[src/shared/slcm_pkg.sv]
// Constants, register map and field layout of the sensor line mode control
// Function
// - Pin mode: style low/low high-side, low/high low-side, select high push-pull.
// - Pin mode: receiver and sense on, filter on, pulls off, no retry, 128us blanking.
// - Multiplexed, mux_select_mode 0: style select low is register phase, high is UART.
// - Multiplexed, mux_select_mode 1: uart_mux_select picks phase; pins latched on its fall.
// - Fault interrupt output stays active during UART phases of both multiplexed modes.
// - Transmit pins high let line and aux state bits drive, gated by disables.
// - A set driver disable bit puts that driver in high impedance.
// - Pin mode: line driver on only with transmit enable, level is inverse of transmit.
// - Pin mode: current limit is 100mA with limit pin low, 200mA with it high.
// - Register mode: current limit from two-bit field, 50, 100, 200 or 250mA.
// - Fault only after overcurrent lasts past blanking time; blanking set by register in register mode.
// - Pin mode: active-low fault output low while either driver has a short.
// - Register mode: fault sets status and interrupt bits and asserts interrupt output.
// - Short keeps sourcing current, or with auto-retry disables after blanking then re-enables.
// - Receive output is inverse of sensed line; receiver always on in pin mode.
// - Register mode: rx_disable floats receive output; line level status then invalid.
// - Multiplexed: shared pin carries receiver, floats with style select high and rx_disable.
// - Pin mode: aux driver always enabled, level is inverse of aux_output_in.
// - Interrupt bits clear only on interrupt register read; status follows the fault.
// - Register mode: line_aux_track makes aux driver follow line driver.
package slcm_pkg;

    // ==========================================================
    // Register offsets
    localparam logic [7:0] LINE_CONFIG_OFS   = 8'h00;
    localparam logic [7:0] AUX_CONFIG_OFS    = 8'h04;
    localparam logic [7:0] CURRENT_LIMIT_OFS = 8'h08;
    localparam logic [7:0] MODE_OFS          = 8'h0c;
    localparam logic [7:0] STATUS_OFS        = 8'h10;
    localparam logic [7:0] INTERRUPT_OFS     = 8'h14;

    // ==========================================================
    // Field positions
    localparam int DRV_STATE_BIT  = 0;
    localparam int DRV_DIS_BIT    = 1;
    localparam int STYLE_LSB      = 2;
    localparam int SENSE_DIS_BIT  = 4;
    localparam int WEAK_PULL_BIT  = 5;
    localparam int TRACK_BIT      = 6;
    localparam int FILTER_BIT     = 7;
    localparam int LIMIT_LSB      = 0;
    localparam int BLANK_LSB      = 2;
    localparam int RETRY_BIT      = 4;
    localparam int MUX_MODE_BIT   = 0;
    localparam int LVL_BIT        = 0;
    localparam int LINE_FAULT_BIT = 1;
    localparam int AUX_FAULT_BIT  = 2;
    localparam int AUX_LVL_BIT    = 3;

    // ==========================================================
    // Reset values
    localparam logic [7:0] LINE_CONFIG_RST   = 8'h82;
    localparam logic [7:0] AUX_CONFIG_RST    = 8'h02;
    localparam logic [7:0] CURRENT_LIMIT_RST = 8'h0d;
    localparam logic [7:0] MODE_RST          = 8'h00;

    // ==========================================================
    // Drive styles and current limit codes
    typedef enum logic [1:0] {
        STYLE_HIGH_SIDE = 2'b00,
        STYLE_LOW_SIDE  = 2'b01,
        STYLE_PUSH_PULL = 2'b10
    } slcm_style_e;
    localparam logic [1:0] LIMIT_100MA = 2'h1;
    localparam logic [1:0] LIMIT_200MA = 2'h2;

    // ==========================================================
    // Synchronised pin indices
    localparam int PIN_IFACE  = 0;
    localparam int PIN_STYLE  = 1;
    localparam int PIN_SDATA  = 2;
    localparam int PIN_LIMIT  = 3;
    localparam int PIN_UMUX   = 4;
    localparam int PIN_TRANSMIT_DRIVE_ENABLE   = 5;
    localparam int PIN_TX     = 6;
    localparam int PIN_AUXIN  = 7;
    localparam int PIN_SENSE  = 8;
    localparam int PIN_AUXSNS = 9;
    localparam int PIN_COUNT  = 10;

    // ==========================================================
    // Timing
    localparam int CLK_MHZ      = 20;
    localparam int BLANK_PIN_US = 128;
    localparam int BLANK0_US    = 16;
    localparam int BLANK1_US    = 32;
    localparam int BLANK2_US    = 64;
    localparam int RETRY_OFF_US = 16;
    localparam int CNT_W        = 12;
    localparam logic [CNT_W-1:0] BLANK_PIN_CYC = CNT_W'(BLANK_PIN_US * CLK_MHZ);
    localparam logic [CNT_W-1:0] BLANK0_CYC    = CNT_W'(BLANK0_US * CLK_MHZ);
    localparam logic [CNT_W-1:0] BLANK1_CYC    = CNT_W'(BLANK1_US * CLK_MHZ);
    localparam logic [CNT_W-1:0] BLANK2_CYC    = CNT_W'(BLANK2_US * CLK_MHZ);
    localparam logic [CNT_W-1:0] RETRY_OFF_CYC = CNT_W'(RETRY_OFF_US * CLK_MHZ);

endpackage

[src/core/slcm_ctrl.sv]
// Mode control, driver steering, fault detection and APB registers
module slcm_ctrl
    import slcm_pkg::*;
(
    input  wire logic        clk,
    input  wire logic        rst,
    // APB slave
    input  wire logic        psel,
    input  wire logic        penable,
    input  wire logic        pwrite,
    input  wire logic [7:0]  paddr,
    input  wire logic [31:0] pwdata,
    output logic [31:0]      prdata,
    output logic             pready,
    output logic             pslverr,
    // Pins from the controller
    input  wire logic        interface_select,
    input  wire logic        drive_style_sel,
    input  wire logic        style_data_in,
    input  wire logic        limit_sel_pin,
    input  wire logic        uart_mux_select,
    input  wire logic        transmit_drive_enable,
    input  wire logic        transmit_in,
    input  wire logic        aux_output_in,
    // Analog front end
    input  wire logic        line_sense,
    input  wire logic        aux_sense_input,
    input  wire logic        line_overcurrent,
    input  wire logic        aux_overcurrent,
    // Driver controls
    output logic             line_pull_up,
    output logic             line_pull_down,
    output logic             aux_pull_up,
    output logic             aux_pull_down,
    output logic [1:0]       current_limit_code,
    output logic             rx_filter_en,
    output logic             aux_sense_en,
    output logic             line_weak_pull_en,
    output logic             aux_weak_pull_en,
    // Logic outputs
    output logic             receive_out,
    output logic             receive_oe_n,
    output logic             shared_serial_out,
    output logic             shared_serial_oe_n,
    output logic             fault_irq_out_n
);

    // ==========================================================
    // Pin synchronisers
    logic [PIN_COUNT-1:0] pin_raw;
    logic [PIN_COUNT-1:0] pin_meta_r;
    logic [PIN_COUNT-1:0] pin_r;

    assign pin_raw = {aux_sense_input, line_sense, aux_output_in, transmit_in,
                      transmit_drive_enable, uart_mux_select, limit_sel_pin,
                      style_data_in, drive_style_sel, interface_select};

    genvar gp;
    generate
        for (gp = 0; gp < PIN_COUNT; gp++) begin : g_sync
            always_ff @(posedge clk) begin
                if (rst) begin
                    pin_meta_r[gp] <= 1'b0;
                    pin_r[gp]      <= 1'b0;
                end else begin
                    pin_meta_r[gp] <= pin_raw[gp];
                    pin_r[gp]      <= pin_meta_r[gp];
                end
            end
        end
    endgenerate

    // ==========================================================
    // Registers
    logic [7:0] line_config_r;
    logic [7:0] aux_config_r;
    logic [7:0] current_limit_r;
    logic [7:0] mode_r;
    logic [1:0] irq_r;
    logic [1:0] fault_act;
    logic [1:0] fault_act_d_r;
    logic       wr_en;
    logic       rd_irq;
    logic       mapped;

    assign wr_en  = psel & penable & pwrite;
    assign rd_irq = psel & penable & ~pwrite & (paddr == INTERRUPT_OFS);
    assign pready = 1'b1;
    assign mapped = (paddr == LINE_CONFIG_OFS) | (paddr == AUX_CONFIG_OFS)
                  | (paddr == CURRENT_LIMIT_OFS) | (paddr == MODE_OFS)
                  | (paddr == STATUS_OFS) | (paddr == INTERRUPT_OFS);
    assign pslverr = psel & penable & ~mapped;

    always_ff @(posedge clk) begin
        if (rst) begin
            line_config_r   <= LINE_CONFIG_RST;
            aux_config_r    <= AUX_CONFIG_RST;
            current_limit_r <= CURRENT_LIMIT_RST;
            mode_r          <= MODE_RST;
        end else if (wr_en) begin
            if (paddr == LINE_CONFIG_OFS)
                line_config_r <= pwdata[7:0];
            if (paddr == AUX_CONFIG_OFS)
                aux_config_r <= pwdata[7:0];
            if (paddr == CURRENT_LIMIT_OFS)
                current_limit_r <= pwdata[7:0];
            if (paddr == MODE_OFS)
                mode_r <= pwdata[7:0];
        end
    end

    // Sticky fault interrupts; a new fault wins over the read clear
    always_ff @(posedge clk) begin
        if (rst) begin
            irq_r         <= 2'h0;
            fault_act_d_r <= 2'h0;
        end else begin
            fault_act_d_r <= fault_act;
            irq_r         <= (rd_irq ? 2'h0 : irq_r)
                           | (fault_act & ~fault_act_d_r);
        end
    end

    // ==========================================================
    // Mode decode
    logic reg_mode;
    logic mux_active;
    logic uart_phase;
    logic uart_phase_d_r;
    logic tx_en_hold_r;
    logic tx_hold_r;
    logic tx_en;
    logic tx;

    assign reg_mode   = pin_r[PIN_IFACE];
    assign mux_active = reg_mode & (mode_r[MUX_MODE_BIT] | pin_r[PIN_UMUX]);
    assign uart_phase = mode_r[MUX_MODE_BIT] ? pin_r[PIN_UMUX]
                                             : pin_r[PIN_STYLE];

    // Shared transmit pins latched when the UART phase ends
    always_ff @(posedge clk) begin
        if (rst) begin
            uart_phase_d_r <= 1'b0;
            tx_en_hold_r   <= 1'b0;
            tx_hold_r      <= 1'b1;
        end else begin
            uart_phase_d_r <= uart_phase;
            if (mux_active & uart_phase_d_r & ~uart_phase) begin
                tx_en_hold_r <= pin_r[PIN_LIMIT];
                tx_hold_r    <= pin_r[PIN_SDATA];
            end
        end
    end

    always_comb begin
        if (!mux_active) begin
            tx_en = pin_r[PIN_TRANSMIT_DRIVE_ENABLE];
            tx    = pin_r[PIN_TX];
        end else if (uart_phase | uart_phase_d_r) begin
            // Falling cycle uses the value being latched, so no glitch
            tx_en = pin_r[PIN_LIMIT];
            tx    = pin_r[PIN_SDATA];
        end else begin
            tx_en = tx_en_hold_r;
            tx    = tx_hold_r;
        end
    end

    // ==========================================================
    // Styles, retry and blanking selection
    logic [1:0]       line_style;
    logic [1:0]       aux_style;
    logic [1:0]       pin_style;
    logic [CNT_W-1:0] blank_cyc;
    logic             retry_en;

    always_comb begin
        if (pin_r[PIN_STYLE])
            pin_style = STYLE_PUSH_PULL;
        else if (pin_r[PIN_SDATA])
            pin_style = STYLE_LOW_SIDE;
        else
            pin_style = STYLE_HIGH_SIDE;
    end

    assign line_style = reg_mode ? line_config_r[STYLE_LSB+:2] : pin_style;
    assign aux_style  = reg_mode ? aux_config_r[STYLE_LSB+:2] : pin_style;
    assign retry_en   = reg_mode & current_limit_r[RETRY_BIT];

    always_comb begin
        if (!reg_mode)
            blank_cyc = BLANK_PIN_CYC;
        else begin
            unique case (current_limit_r[BLANK_LSB+:2])
                2'h0: blank_cyc = BLANK0_CYC;
                2'h1: blank_cyc = BLANK1_CYC;
                2'h2: blank_cyc = BLANK2_CYC;
                2'h3: blank_cyc = BLANK_PIN_CYC;
            endcase
        end
    end

    // ==========================================================
    // Driver intent before fault handling
    logic [1:0] drv_on;
    logic [1:0] drv_lvl;
    logic [1:0] drv_style [2];
    logic       line_state;
    logic       line_on;
    logic       line_lvl;
    logic       aux_state;

    assign line_state = reg_mode & line_config_r[DRV_STATE_BIT];
    assign aux_state  = reg_mode & aux_config_r[DRV_STATE_BIT];
    assign line_on    = (tx_en | line_state)
                      & ~(reg_mode & line_config_r[DRV_DIS_BIT]);
    assign line_lvl   = line_state | ~tx;

    always_comb begin
        drv_on[0]    = line_on;
        drv_lvl[0]   = line_lvl;
        drv_style[0] = line_style;
        drv_style[1] = aux_style;
        if (reg_mode & aux_config_r[DRV_DIS_BIT]) begin
            drv_on[1]  = 1'b0;
            drv_lvl[1] = 1'b0;
        end else if (reg_mode & line_config_r[TRACK_BIT]) begin
            drv_on[1]  = (tx_en | line_state);
            drv_lvl[1] = line_lvl;
        end else begin
            drv_on[1]  = 1'b1;
            drv_lvl[1] = aux_state | ~pin_r[PIN_AUXIN];
        end
    end

    // ==========================================================
    // Per driver blanking, fault and auto-retry
    logic [1:0] oc_meta_r;
    logic [1:0] oc_r;
    logic [1:0] retry_off_r;
    logic [1:0] pull_up_r;
    logic [1:0] pull_down_r;

    genvar gd;
    generate
        for (gd = 0; gd < 2; gd++) begin : g_drv
            logic [CNT_W-1:0] blank_cnt_r;
            logic [CNT_W-1:0] off_cnt_r;
            logic             oc_in;

            assign oc_in = (gd == 0) ? line_overcurrent : aux_overcurrent;

            always_ff @(posedge clk) begin
                if (rst) begin
                    oc_meta_r[gd] <= 1'b0;
                    oc_r[gd]      <= 1'b0;
                end else begin
                    oc_meta_r[gd] <= oc_in;
                    oc_r[gd]      <= oc_meta_r[gd];
                end
            end

            // Overcurrent must persist past blanking before it is a fault
            always_ff @(posedge clk) begin
                if (rst) begin
                    blank_cnt_r   <= '0;
                    fault_act[gd] <= 1'b0;
                end else if (!oc_r[gd] || retry_off_r[gd]) begin
                    blank_cnt_r   <= '0;
                    fault_act[gd] <= retry_off_r[gd] & fault_act[gd];
                end else if (blank_cnt_r >= blank_cyc) begin
                    fault_act[gd] <= 1'b1;
                end else begin
                    blank_cnt_r <= blank_cnt_r + 1'b1;
                end
            end

            // Auto-retry switches the driver off, then back on
            always_ff @(posedge clk) begin
                if (rst) begin
                    retry_off_r[gd] <= 1'b0;
                    off_cnt_r       <= '0;
                end else if (retry_off_r[gd]) begin
                    if (off_cnt_r >= RETRY_OFF_CYC - 1'b1) begin
                        retry_off_r[gd] <= 1'b0;
                        off_cnt_r       <= '0;
                    end else begin
                        off_cnt_r <= off_cnt_r + 1'b1;
                    end
                end else if (retry_en && oc_r[gd] && blank_cnt_r >= blank_cyc) begin
                    retry_off_r[gd] <= 1'b1;
                end
            end

            // Registered drive per style
            always_ff @(posedge clk) begin
                if (rst) begin
                    pull_up_r[gd]   <= 1'b0;
                    pull_down_r[gd] <= 1'b0;
                end else begin
                    pull_up_r[gd]   <= drv_on[gd] & ~retry_off_r[gd] & drv_lvl[gd]
                                     & (drv_style[gd] != STYLE_LOW_SIDE);
                    pull_down_r[gd] <= drv_on[gd] & ~retry_off_r[gd] & ~drv_lvl[gd]
                                     & (drv_style[gd] != STYLE_HIGH_SIDE);
                end
            end
        end
    endgenerate

    assign line_pull_up   = pull_up_r[0];
    assign line_pull_down = pull_down_r[0];
    assign aux_pull_up    = pull_up_r[1];
    assign aux_pull_down  = pull_down_r[1];

    // ==========================================================
    // Receiver, configuration and fault outputs
    logic rx_dis;

    assign rx_dis = reg_mode & line_config_r[SENSE_DIS_BIT];

    always_ff @(posedge clk) begin
        if (rst) begin
            current_limit_code <= LIMIT_100MA;
            rx_filter_en       <= 1'b1;
            aux_sense_en       <= 1'b1;
            line_weak_pull_en  <= 1'b0;
            aux_weak_pull_en   <= 1'b0;
            receive_out        <= 1'b1;
            receive_oe_n       <= 1'b0;
            shared_serial_out  <= 1'b1;
            shared_serial_oe_n <= 1'b1;
            fault_irq_out_n    <= 1'b1;
        end else begin
            current_limit_code <= reg_mode ? current_limit_r[LIMIT_LSB+:2]
                                : (pin_r[PIN_LIMIT] ? LIMIT_200MA : LIMIT_100MA);
            rx_filter_en       <= ~reg_mode | line_config_r[FILTER_BIT];
            aux_sense_en       <= ~reg_mode | ~aux_config_r[SENSE_DIS_BIT];
            line_weak_pull_en  <= reg_mode & line_config_r[WEAK_PULL_BIT];
            aux_weak_pull_en   <= reg_mode & aux_config_r[WEAK_PULL_BIT];
            receive_out        <= ~pin_r[PIN_SENSE];
            receive_oe_n       <= rx_dis;
            shared_serial_out  <= ~pin_r[PIN_SENSE];
            shared_serial_oe_n <= ~mux_active | (pin_r[PIN_STYLE] & rx_dis);
            fault_irq_out_n    <= reg_mode ? ~(|irq_r)
                                           : ~(|fault_act);
        end
    end

    // ==========================================================
    // Read data
    logic [7:0] status_val;

    always_comb begin
        status_val                 = 8'h00;
        status_val[LVL_BIT]        = ~rx_dis & pin_r[PIN_SENSE];
        status_val[LINE_FAULT_BIT] = fault_act[0];
        status_val[AUX_FAULT_BIT]  = fault_act[1];
        status_val[AUX_LVL_BIT]    = pin_r[PIN_AUXSNS];
    end

    always_comb begin
        prdata = 32'h0;
        if (psel & ~pwrite) begin
            unique case (paddr)
                LINE_CONFIG_OFS:   prdata = {24'h0, line_config_r};
                AUX_CONFIG_OFS:    prdata = {24'h0, aux_config_r};
                CURRENT_LIMIT_OFS: prdata = {24'h0, current_limit_r};
                MODE_OFS:          prdata = {24'h0, mode_r};
                STATUS_OFS:        prdata = {24'h0, status_val};
                INTERRUPT_OFS:     prdata = {30'h0, irq_r};
                default:           prdata = 32'h0;
            endcase
        end
    end

endmodule

[config.mk]
export PLATFORM = sky130hd
export DESIGN_NAME = slcm_ctrl
export DESIGN_NICKNAME = d
export VERILOG_FILES = /design/src/shared/slcm_pkg.sv /design/src/core/slcm_ctrl.sv
export SDC_FILE = /design/constraint.sdc
export NUM_CORES = 1
export LEC_CHECK = 0
export ABC_CLOCK_PERIOD_IN_PS = 3150
export BUFFER_PORTS_ARGS = -buffer_cell sky130_fd_sc_hd__buf_2
export CELL_PAD_IN_SITES_DETAIL_PLACEMENT = 1
export CELL_PAD_IN_SITES_GLOBAL_PLACEMENT = 1
export CORE_MARGIN = 4
export CORE_UTILIZATION = 44
export CTS_BUF_LIST = sky130_fd_sc_hd__clkbuf_8
export DETAILED_ROUTE_END_ITERATION = 7
export GPL_TIMING_DRIVEN = 0
export HOLD_SLACK_MARGIN = 0.03
export PLACE_DENSITY = 0.82
export SYNTH_ARGS = -nofsm -noshare
export SYNTH_HDL_FRONTEND = slang
export SYNTH_SLANG_ARGS = --single-unit
[constraint.sdc]
create_clock -name clk -period 3.15 [get_ports clk]
set_input_delay 0 -clock clk [delete_from_list [all_inputs] [get_ports clk]]
set_output_delay 0 -clock clk [all_outputs]
set_load 0.005 [all_outputs]
==> results of run 1 <==
## cells in the final DEF (no fill, tap or decap), types with 4 or more instances in the layout
| master | n |
|---|---|
| a21oi_1 | 43 |
| xnor2_1 | 4 |
| buf_4 | 26 |
| nand4_1 | 5 |
| o21ai_0 | 24 |
| a22o_1 | 11 |
| nor2b_1 | 28 |
| and3_1 | 7 |
| nand3_1 | 18 |
| nor3_1 | 16 |
| inv_1 | 31 |
| xor2_1 | 5 |
| conb_1 | 25 |
| nand2_1 | 40 |
| ha_1 | 18 |
| or3_1 | 12 |
| a311oi_1 | 7 |
| a41o_1 | 4 |
| a31oi_1 | 4 |
| mux2i_1 | 41 |
| buf_2 | 58 |
| and2_1 | 10 |
| dlygate4sd3_1 | 25 |
| clkbuf_8 | 18 |
| nand2b_1 | 6 |
| or4_1 | 4 |
| nor2_1 | 65 |
| o2111ai_1 | 5 |
| clkbuf_1 | 12 |
| dfxtp_1 | 128 |
## path summary, 6_finish.rpt
kind	start	endpoint	slack, ns	depth (start not counted)
max	reg_mode	g_drv[0].blank_cnt_r[11]	0.12	10
min	paddr[6]	line_config_r[7]	0.08	4
max reg2reg	reg_mode	g_drv[0].blank_cnt_r[11]	0.12	10
min reg2reg	pin_r[8]	shared_serial_out	0.42	1
## where the power goes
| part | leakage, uW | internal (uW) | switching, uW |
|---|---|---|---|
| logic | 0.00176 | 88.1 | 107 |
| clock network | 0.000195 | 705 | 653 |
| registers | 0.00105 | 1650 | 11.2 |
| total | 0.00300 | 2440 | 772 |
## area by class of cell
type / instances / area (um2) / share of cell area [%]
inverters: 29 / 110 / 1.54
repair buffers: 79 / 520 / 7.28
plain buffers: 46 / 279 / 3.90
multi-input cells: 467 / 3070 / 42.9
clock buffers: 18 / 248 / 3.46
clock inverters: 13 / 125 / 1.75
well taps: 176 / 220 / 3.08
flip-flops and latches: 129 / 2580 / 36.1
## critical path: stages, from the launching register on
cell and delay, ns:
dfxtp_2 0.46, clkbuf_4 0.27, nand2b_1 0.12, inv_1 0.11
nand2_1 0.12, ha_1 0.35, a41o_1 0.29, a211oi_1 0.35
o21a_1 0.27, or4b_1 0.47, a21oi_1 0.15
## registers in the layout (all words and copies together), names as in the netlist, 8 cells and up, named ones only
name,cells
current_limit_r,8
pin_meta_r,10
g_drv.off_cnt_r,24
pin_r,9
mode_r,8
aux_config_r,8
line_config_r,8
g_drv.blank_cnt_r,24
## per-layer routing
| metal | vias up | wire, um | track usage [%] |
|---|---|---|---|
| met4 | 0 | 503 | 10.3 |
| met5 | - | 0 | 0 |
| li1 | 2505 | - | - |
| met3 | 44 | 583 | 5.63 |
| met2 | 100 | 9120 | 42.8 |
| met1 | 2569 | 6960 | 26.1 |
## timing repair
action / CTS / global route
resized for setup: 4 / 2
hold endpoints to repair: 45 / 0
cloned: 0 / 0
endpoints found under the setup margin: 25 / 4
hold buffers: 25 / 0
## kinds of logic after synthesis
logic type | synth area share [%]
AO/OA/AOI/OAI | 14.6
XOR/XNOR | 1.33
adder cells (fa/ha/maj) | 3.79
buffers and inverters | 6.53
flip-flops | 43.5
multiplexers | 8.23
other | 0.126
AND/OR/NAND/NOR | 21.9
## metrics by stage
stage / TNS (ns) / utilization, %
2_1_floorplan: 0 / -
3_3_place_gp: -0.859 / 49.2
3_5_place_dp: -4.06 / 49.2
4_1_cts: 0 / 54.0
5_1_grt: 0 / 54.0
6_report: 0 / 54.0
==> metrics, run 1 <==
cell row count 42; # nets final 844; dominant synthesized flop cell dfxtp_1; ys async rst share 0%; EDFF count, synth 0; # DRC 0; Syn Inst Count 649; DIE HEIGHT 124 um; Post-Layout Cell Count 957; pre-CTS setup slack -0.302 ns; dominant cell type by area after synthesis dfxtp_1; CTS max path bufs 2; Synth area leaders dfxtp_1 43%, mux2i_1 6.9%, nor2_1 4.1%, ha_1 3.8%, a21oi_1 3.6%; VDD IR-drop max 0.319 mV; unrepaired setup endpoints after global routing no; Die ar. 15400 um2; Worst EP arrival 3.41 ns; Netlist Area Pre-Place 5940 um2; CP Launch Type flip-flop; Hold WS 0.0782 ns; clk_lat worst skew 0.45 ns; Clock Sinks 129; worst path setup slack after routing 0.116 ns; Design Power 3210 uW; initial antenna violation count 0; GR Overflow Total 0; # setup viols final 0; Top-Level Pins 106; core area 13200 um2; starting density of the core 44.9%; FMAX 330 MHz; Seq/Total Area, Yosys 43.5%; H-tree levels 4; Tightest Pin Transition 0.660 ns; Final Hold Viols 0; largest net degree at the start of global routing 17; crit path capture type flip-flop; period utilization 96.3%; ANT cells 0; Port Buffers 54; clock slew at reported path FFs 0.07 ns; total wire length 17.2 mm; HPWL after DPL 12.1 mm; CTS tree done; Max Slew Vio Count 0; placed inst area 6520 um2; Synth top cells by count 129 x dfxtp_1, 65 x nor2_1, 43 x a21oi_1; post-synth cell types 64; vias in the first global route 5491; Pwr Density 449 nW/um2; GP Congestion 0.849; initial drt markers 236; CTS buffer count 17; routed vias 5218; Worst Path Max Fanout 11; layout cells sized above 1 17.2%; most frequent cell after synthesis dfxtp_1; Area growth syn-to-layout 20.4%; WL per Instance 17.9 um; MaxCap Viol Count 0; Avg Cell Area, Syn 9.15 um2; Final Instance Area 7150 um2; Synthesis Warnings 0; HP Class in2reg; drt first pass iters 4; Total Routing Usage GR 23.6%; fill count 1634; final setup skew 0.0126 ns; fin crit period 3.03 ns; Yosys top cell area share 43.5%; first-pass GRT wire length 27.6 mm; Leakage 0.00300 uW; vias per inst 5.45; width of the die 124 um; postcts setup bufs 0; Cells after DPL 902; Relative slew margins 55.6%; antenna-violating nets left 0; crit path kind reg2reg; Root Buffer clkbuf_8; Worst EP required 3.53 ns; run status finished clean; number of synthesized register bits 129
(Power assumes the default switching activity.)
==> run 2: changes to the inputs <==
--- a/config.mk
+++ b/config.mk
@@ -5,17 +5,17 @@
 export SDC_FILE = /design/constraint.sdc
 export NUM_CORES = 1
 export LEC_CHECK = 0
-export ABC_CLOCK_PERIOD_IN_PS = 3150
+export ABC_CLOCK_PERIOD_IN_PS = 2500
 export BUFFER_PORTS_ARGS = -buffer_cell sky130_fd_sc_hd__buf_2
 export CELL_PAD_IN_SITES_DETAIL_PLACEMENT = 1
 export CELL_PAD_IN_SITES_GLOBAL_PLACEMENT = 1
 export CORE_MARGIN = 4
-export CORE_UTILIZATION = 44
+export CORE_UTILIZATION = 40
 export CTS_BUF_LIST = sky130_fd_sc_hd__clkbuf_8
 export DETAILED_ROUTE_END_ITERATION = 7
 export GPL_TIMING_DRIVEN = 0
 export HOLD_SLACK_MARGIN = 0.03
-export PLACE_DENSITY = 0.82
+export PLACE_DENSITY = 0.79
 export SYNTH_ARGS = -nofsm -noshare
 export SYNTH_HDL_FRONTEND = slang
 export SYNTH_SLANG_ARGS = --single-unit
==> constraint.sdc (replaced) <==
create_clock -name clk -period 2.5 [get_ports clk]
set_input_delay 0 -clock clk [delete_from_list [all_inputs] [get_ports clk]]
set_output_delay 0 -clock clk [all_outputs]
set_load 0.005 [all_outputs]
==> metrics, run 2 (synthesis gave the netlist of run 1 again) <==
run status finished clean (unchanged); largest net degree at the start of global routing 17 (unchanged); Tightest Pin Transition 0.725 ns (was 0.660 ns); initial antenna violation count 0 (unchanged); clk_lat worst skew 0.45 ns (about the same); Max Slew Vio Count 0 (unchanged); MaxCap Viol Count 0 (unchanged); vias in the first global route 5651 (was 5491); Design Power 4250 uW (was 3210 uW); Worst EP required 2.87 ns (was 3.53 ns); ANT cells 0 (unchanged); clock slew at reported path FFs 0.08 ns (was 0.07 ns); cell row count 44 (was 42); worst-path cell chain buf_8 > nand3b_1 > buf_6 > ha_4 > and4b_2 > a221oi_4 > buf_4 > o2111ai_4 > or3_1 > a21oi_1 (was clkbuf_4 > nand2b_1 > inv_1 > nand2_1 > ha_1 > a41o_1 > a211oi_1 > o21a_1 > or4b_1 > a21oi_1); DIE HEIGHT 130 um (was 124 um); vias per inst 5.40 (was 5.45); Cells after DPL 910 (was 902); multi-input logic area 3240 um2 (was 3070 um2); fin crit period 2.44 ns (was 3.03 ns); H-tree levels 4 (unchanged); FMAX 409 MHz (was 330 MHz); WL per Instance 18.4 um (was 17.9 um); total wire length 17.9 mm (was 17.2 mm); core area 14500 um2 (was 13200 um2); # nets final 854 (was 844); CP Launch Type flip-flop (unchanged); Leakage 0.00320 uW (was 0.00300 uW); Die ar. 16900 um2 (was 15400 um2); # setup viols final 0 (unchanged); final setup skew 0.0139 ns (was 0.0126 ns); biggest regs g_drv.blank_cnt_r (24), g_drv.off_cnt_r (24), pin_meta_r (10) (unchanged); Clock Sinks 129 (unchanged); slowest stage cell, crit path dfxtp_4 (was or4b_1); most common cell after layout, fill and taps aside dfxtp_1 (unchanged); GR Overflow Total 0 (unchanged); antenna-violating nets left 0 (unchanged); TNS Setup 0 ns (unchanged); Worst EP arrival 2.81 ns (was 3.41 ns); # DRC 0 (unchanged); routed vias 5264 (was 5218); Total Routing Usage GR 21.6% (was 23.6%); CTS tree done (unchanged); starting density of the core 40.9% (was 44.9%); Hold WS 0.105 ns (was 0.0782 ns); CTS buffer count 17 (unchanged); Worst Path Max Fanout 6 (was 11); HP Class in2reg (unchanged); drt first pass iters 4 (unchanged); most frequent cells in the layout 126 x dfxtp_1, 65 x nor2_1, 57 x buf_2 (was 128 x dfxtp_1, 65 x nor2_1, 58 x buf_2); crit path capture type flip-flop (unchanged); GP Congestion 0.827 (was 0.849); Final Hold Viols 0 (unchanged); CTS max path bufs 2 (unchanged); unrepaired setup endpoints after global routing yes (was no); Top-Level Pins 106 (unchanged); Area growth syn-to-layout 25.9% (was 20.4%); Root Buffer clkbuf_8 (unchanged); width of the die 130 um (was 124 um); Crit path largest cell delay 0.40 ns (was 0.47 ns); VDD IR-drop max 0.408 mV (was 0.319 mV); first-pass GRT wire length 28.5 mm (was 27.6 mm); Port Buffers 54 (unchanged); Pwr Density 569 nW/um2 (was 449 nW/um2); fill count 1683 (was 1634); layout cells sized above 1 21.6% (was 17.2%); initial drt markers 278 (was 236); period utilization 97.7% (was 96.3%); HPWL after DPL 12.3 mm (was 12.1 mm); FF/Latch Area 2590 um2 (was 2580 um2); Post-Layout Cell Count 975 (was 957); crit path kind reg2reg (unchanged); Relative slew margins 51.2% (was 55.6%)
run 2: cell count changes in the layout (fill, tap and decap cells not counted), sizes merged:
| cell | previous run | this run |
|---|---|---|
| inv | 31 | 29 |
| dlygate4sd3 | 25 | 23 |
| bufinv | 2 | 3 |
| buf | 87 | 100 |
run 2: final timing paths:
path / depth (start not counted) / startpoint / slack (ns) / to
setup / recovery: 10 / reg_mode / 0.06 / g_drv[1].blank_cnt_r[6]
hold / removal: 4 / paddr[6] / 0.11 / line_config_r[7]
setup reg to reg: 10 / reg_mode / 0.06 / g_drv[1].blank_cnt_r[6]
hold reg to reg: 1 / aux_config_r[4] / 0.42 / aux_sense_en
run 2: power breakdown:
group | switching [uW] | internal [uW] | total (uW)
clock | 873 | 1040 | 1910
combinational | 136 | 115 | 251
sequential | 13.9 | 2080 | 2090
total | 1020 | 3230 | 4250
run 2: through the flow:
| stage | worst slack (ns) | instance area (um2) | util, % |
|---|---|---|---|
| 6_report | 0.0571 | 7480 | 51.5 |
| 5_1_grt | -0.102 | 7480 | 51.5 |
| 4_1_cts | 0.00897 | 7370 | 50.7 |
| 3_5_place_dp | -0.656 | 6540 | 45.0 |
| 3_3_place_gp | -0.600 | 6540 | 45.0 |
| 2_1_floorplan | 0.0302 | 6040 | - |
run 2: repair_timing:
action / in CTS / in global routing
endpoints found under the hold margin: 45 / 0
resized for setup: 22 / 19
pin swaps: 11 / 7
hold buffers: 23 / 0
setup buffers: 7 / 5
endpoints found under the setup margin: 28 / 18
run 2: worst max-delay path, delay by kind of cell, from the launching register on:
kind | cells | cell delay [ns]
adder cells (fa/ha/maj) | 1 | 0.23
AO/OA/AOI/OAI | 3 | 0.59
buffers and inverters | 3 | 0.45
flip-flops | 1 | 0.40
AND/OR/NAND/NOR | 3 | 0.68
run 2: cell type report:
| type | instances | area share (%) |
|---|---|---|
| clock inverters | 12 | 2.14 |
| well taps | 184 | 3.08 |
| multi-input cells | 467 | 43.3 |
| clock buffers | 19 | 3.50 |
| flip-flops and latches | 129 | 34.6 |
| repair buffers | 89 | 7.95 |
| plain buffers | 46 | 3.86 |
| inverters | 29 | 1.52 |
run 2: per-layer routing:
layer  GRT usage, %  share of wire [%]  up-vias
li1               -                  -     2522
met3           5.28                4.2       30
met1           24.3                 41     2599
met2           39.6                 52      113
met5              0                  0        -
met4           7.40                2.1        0
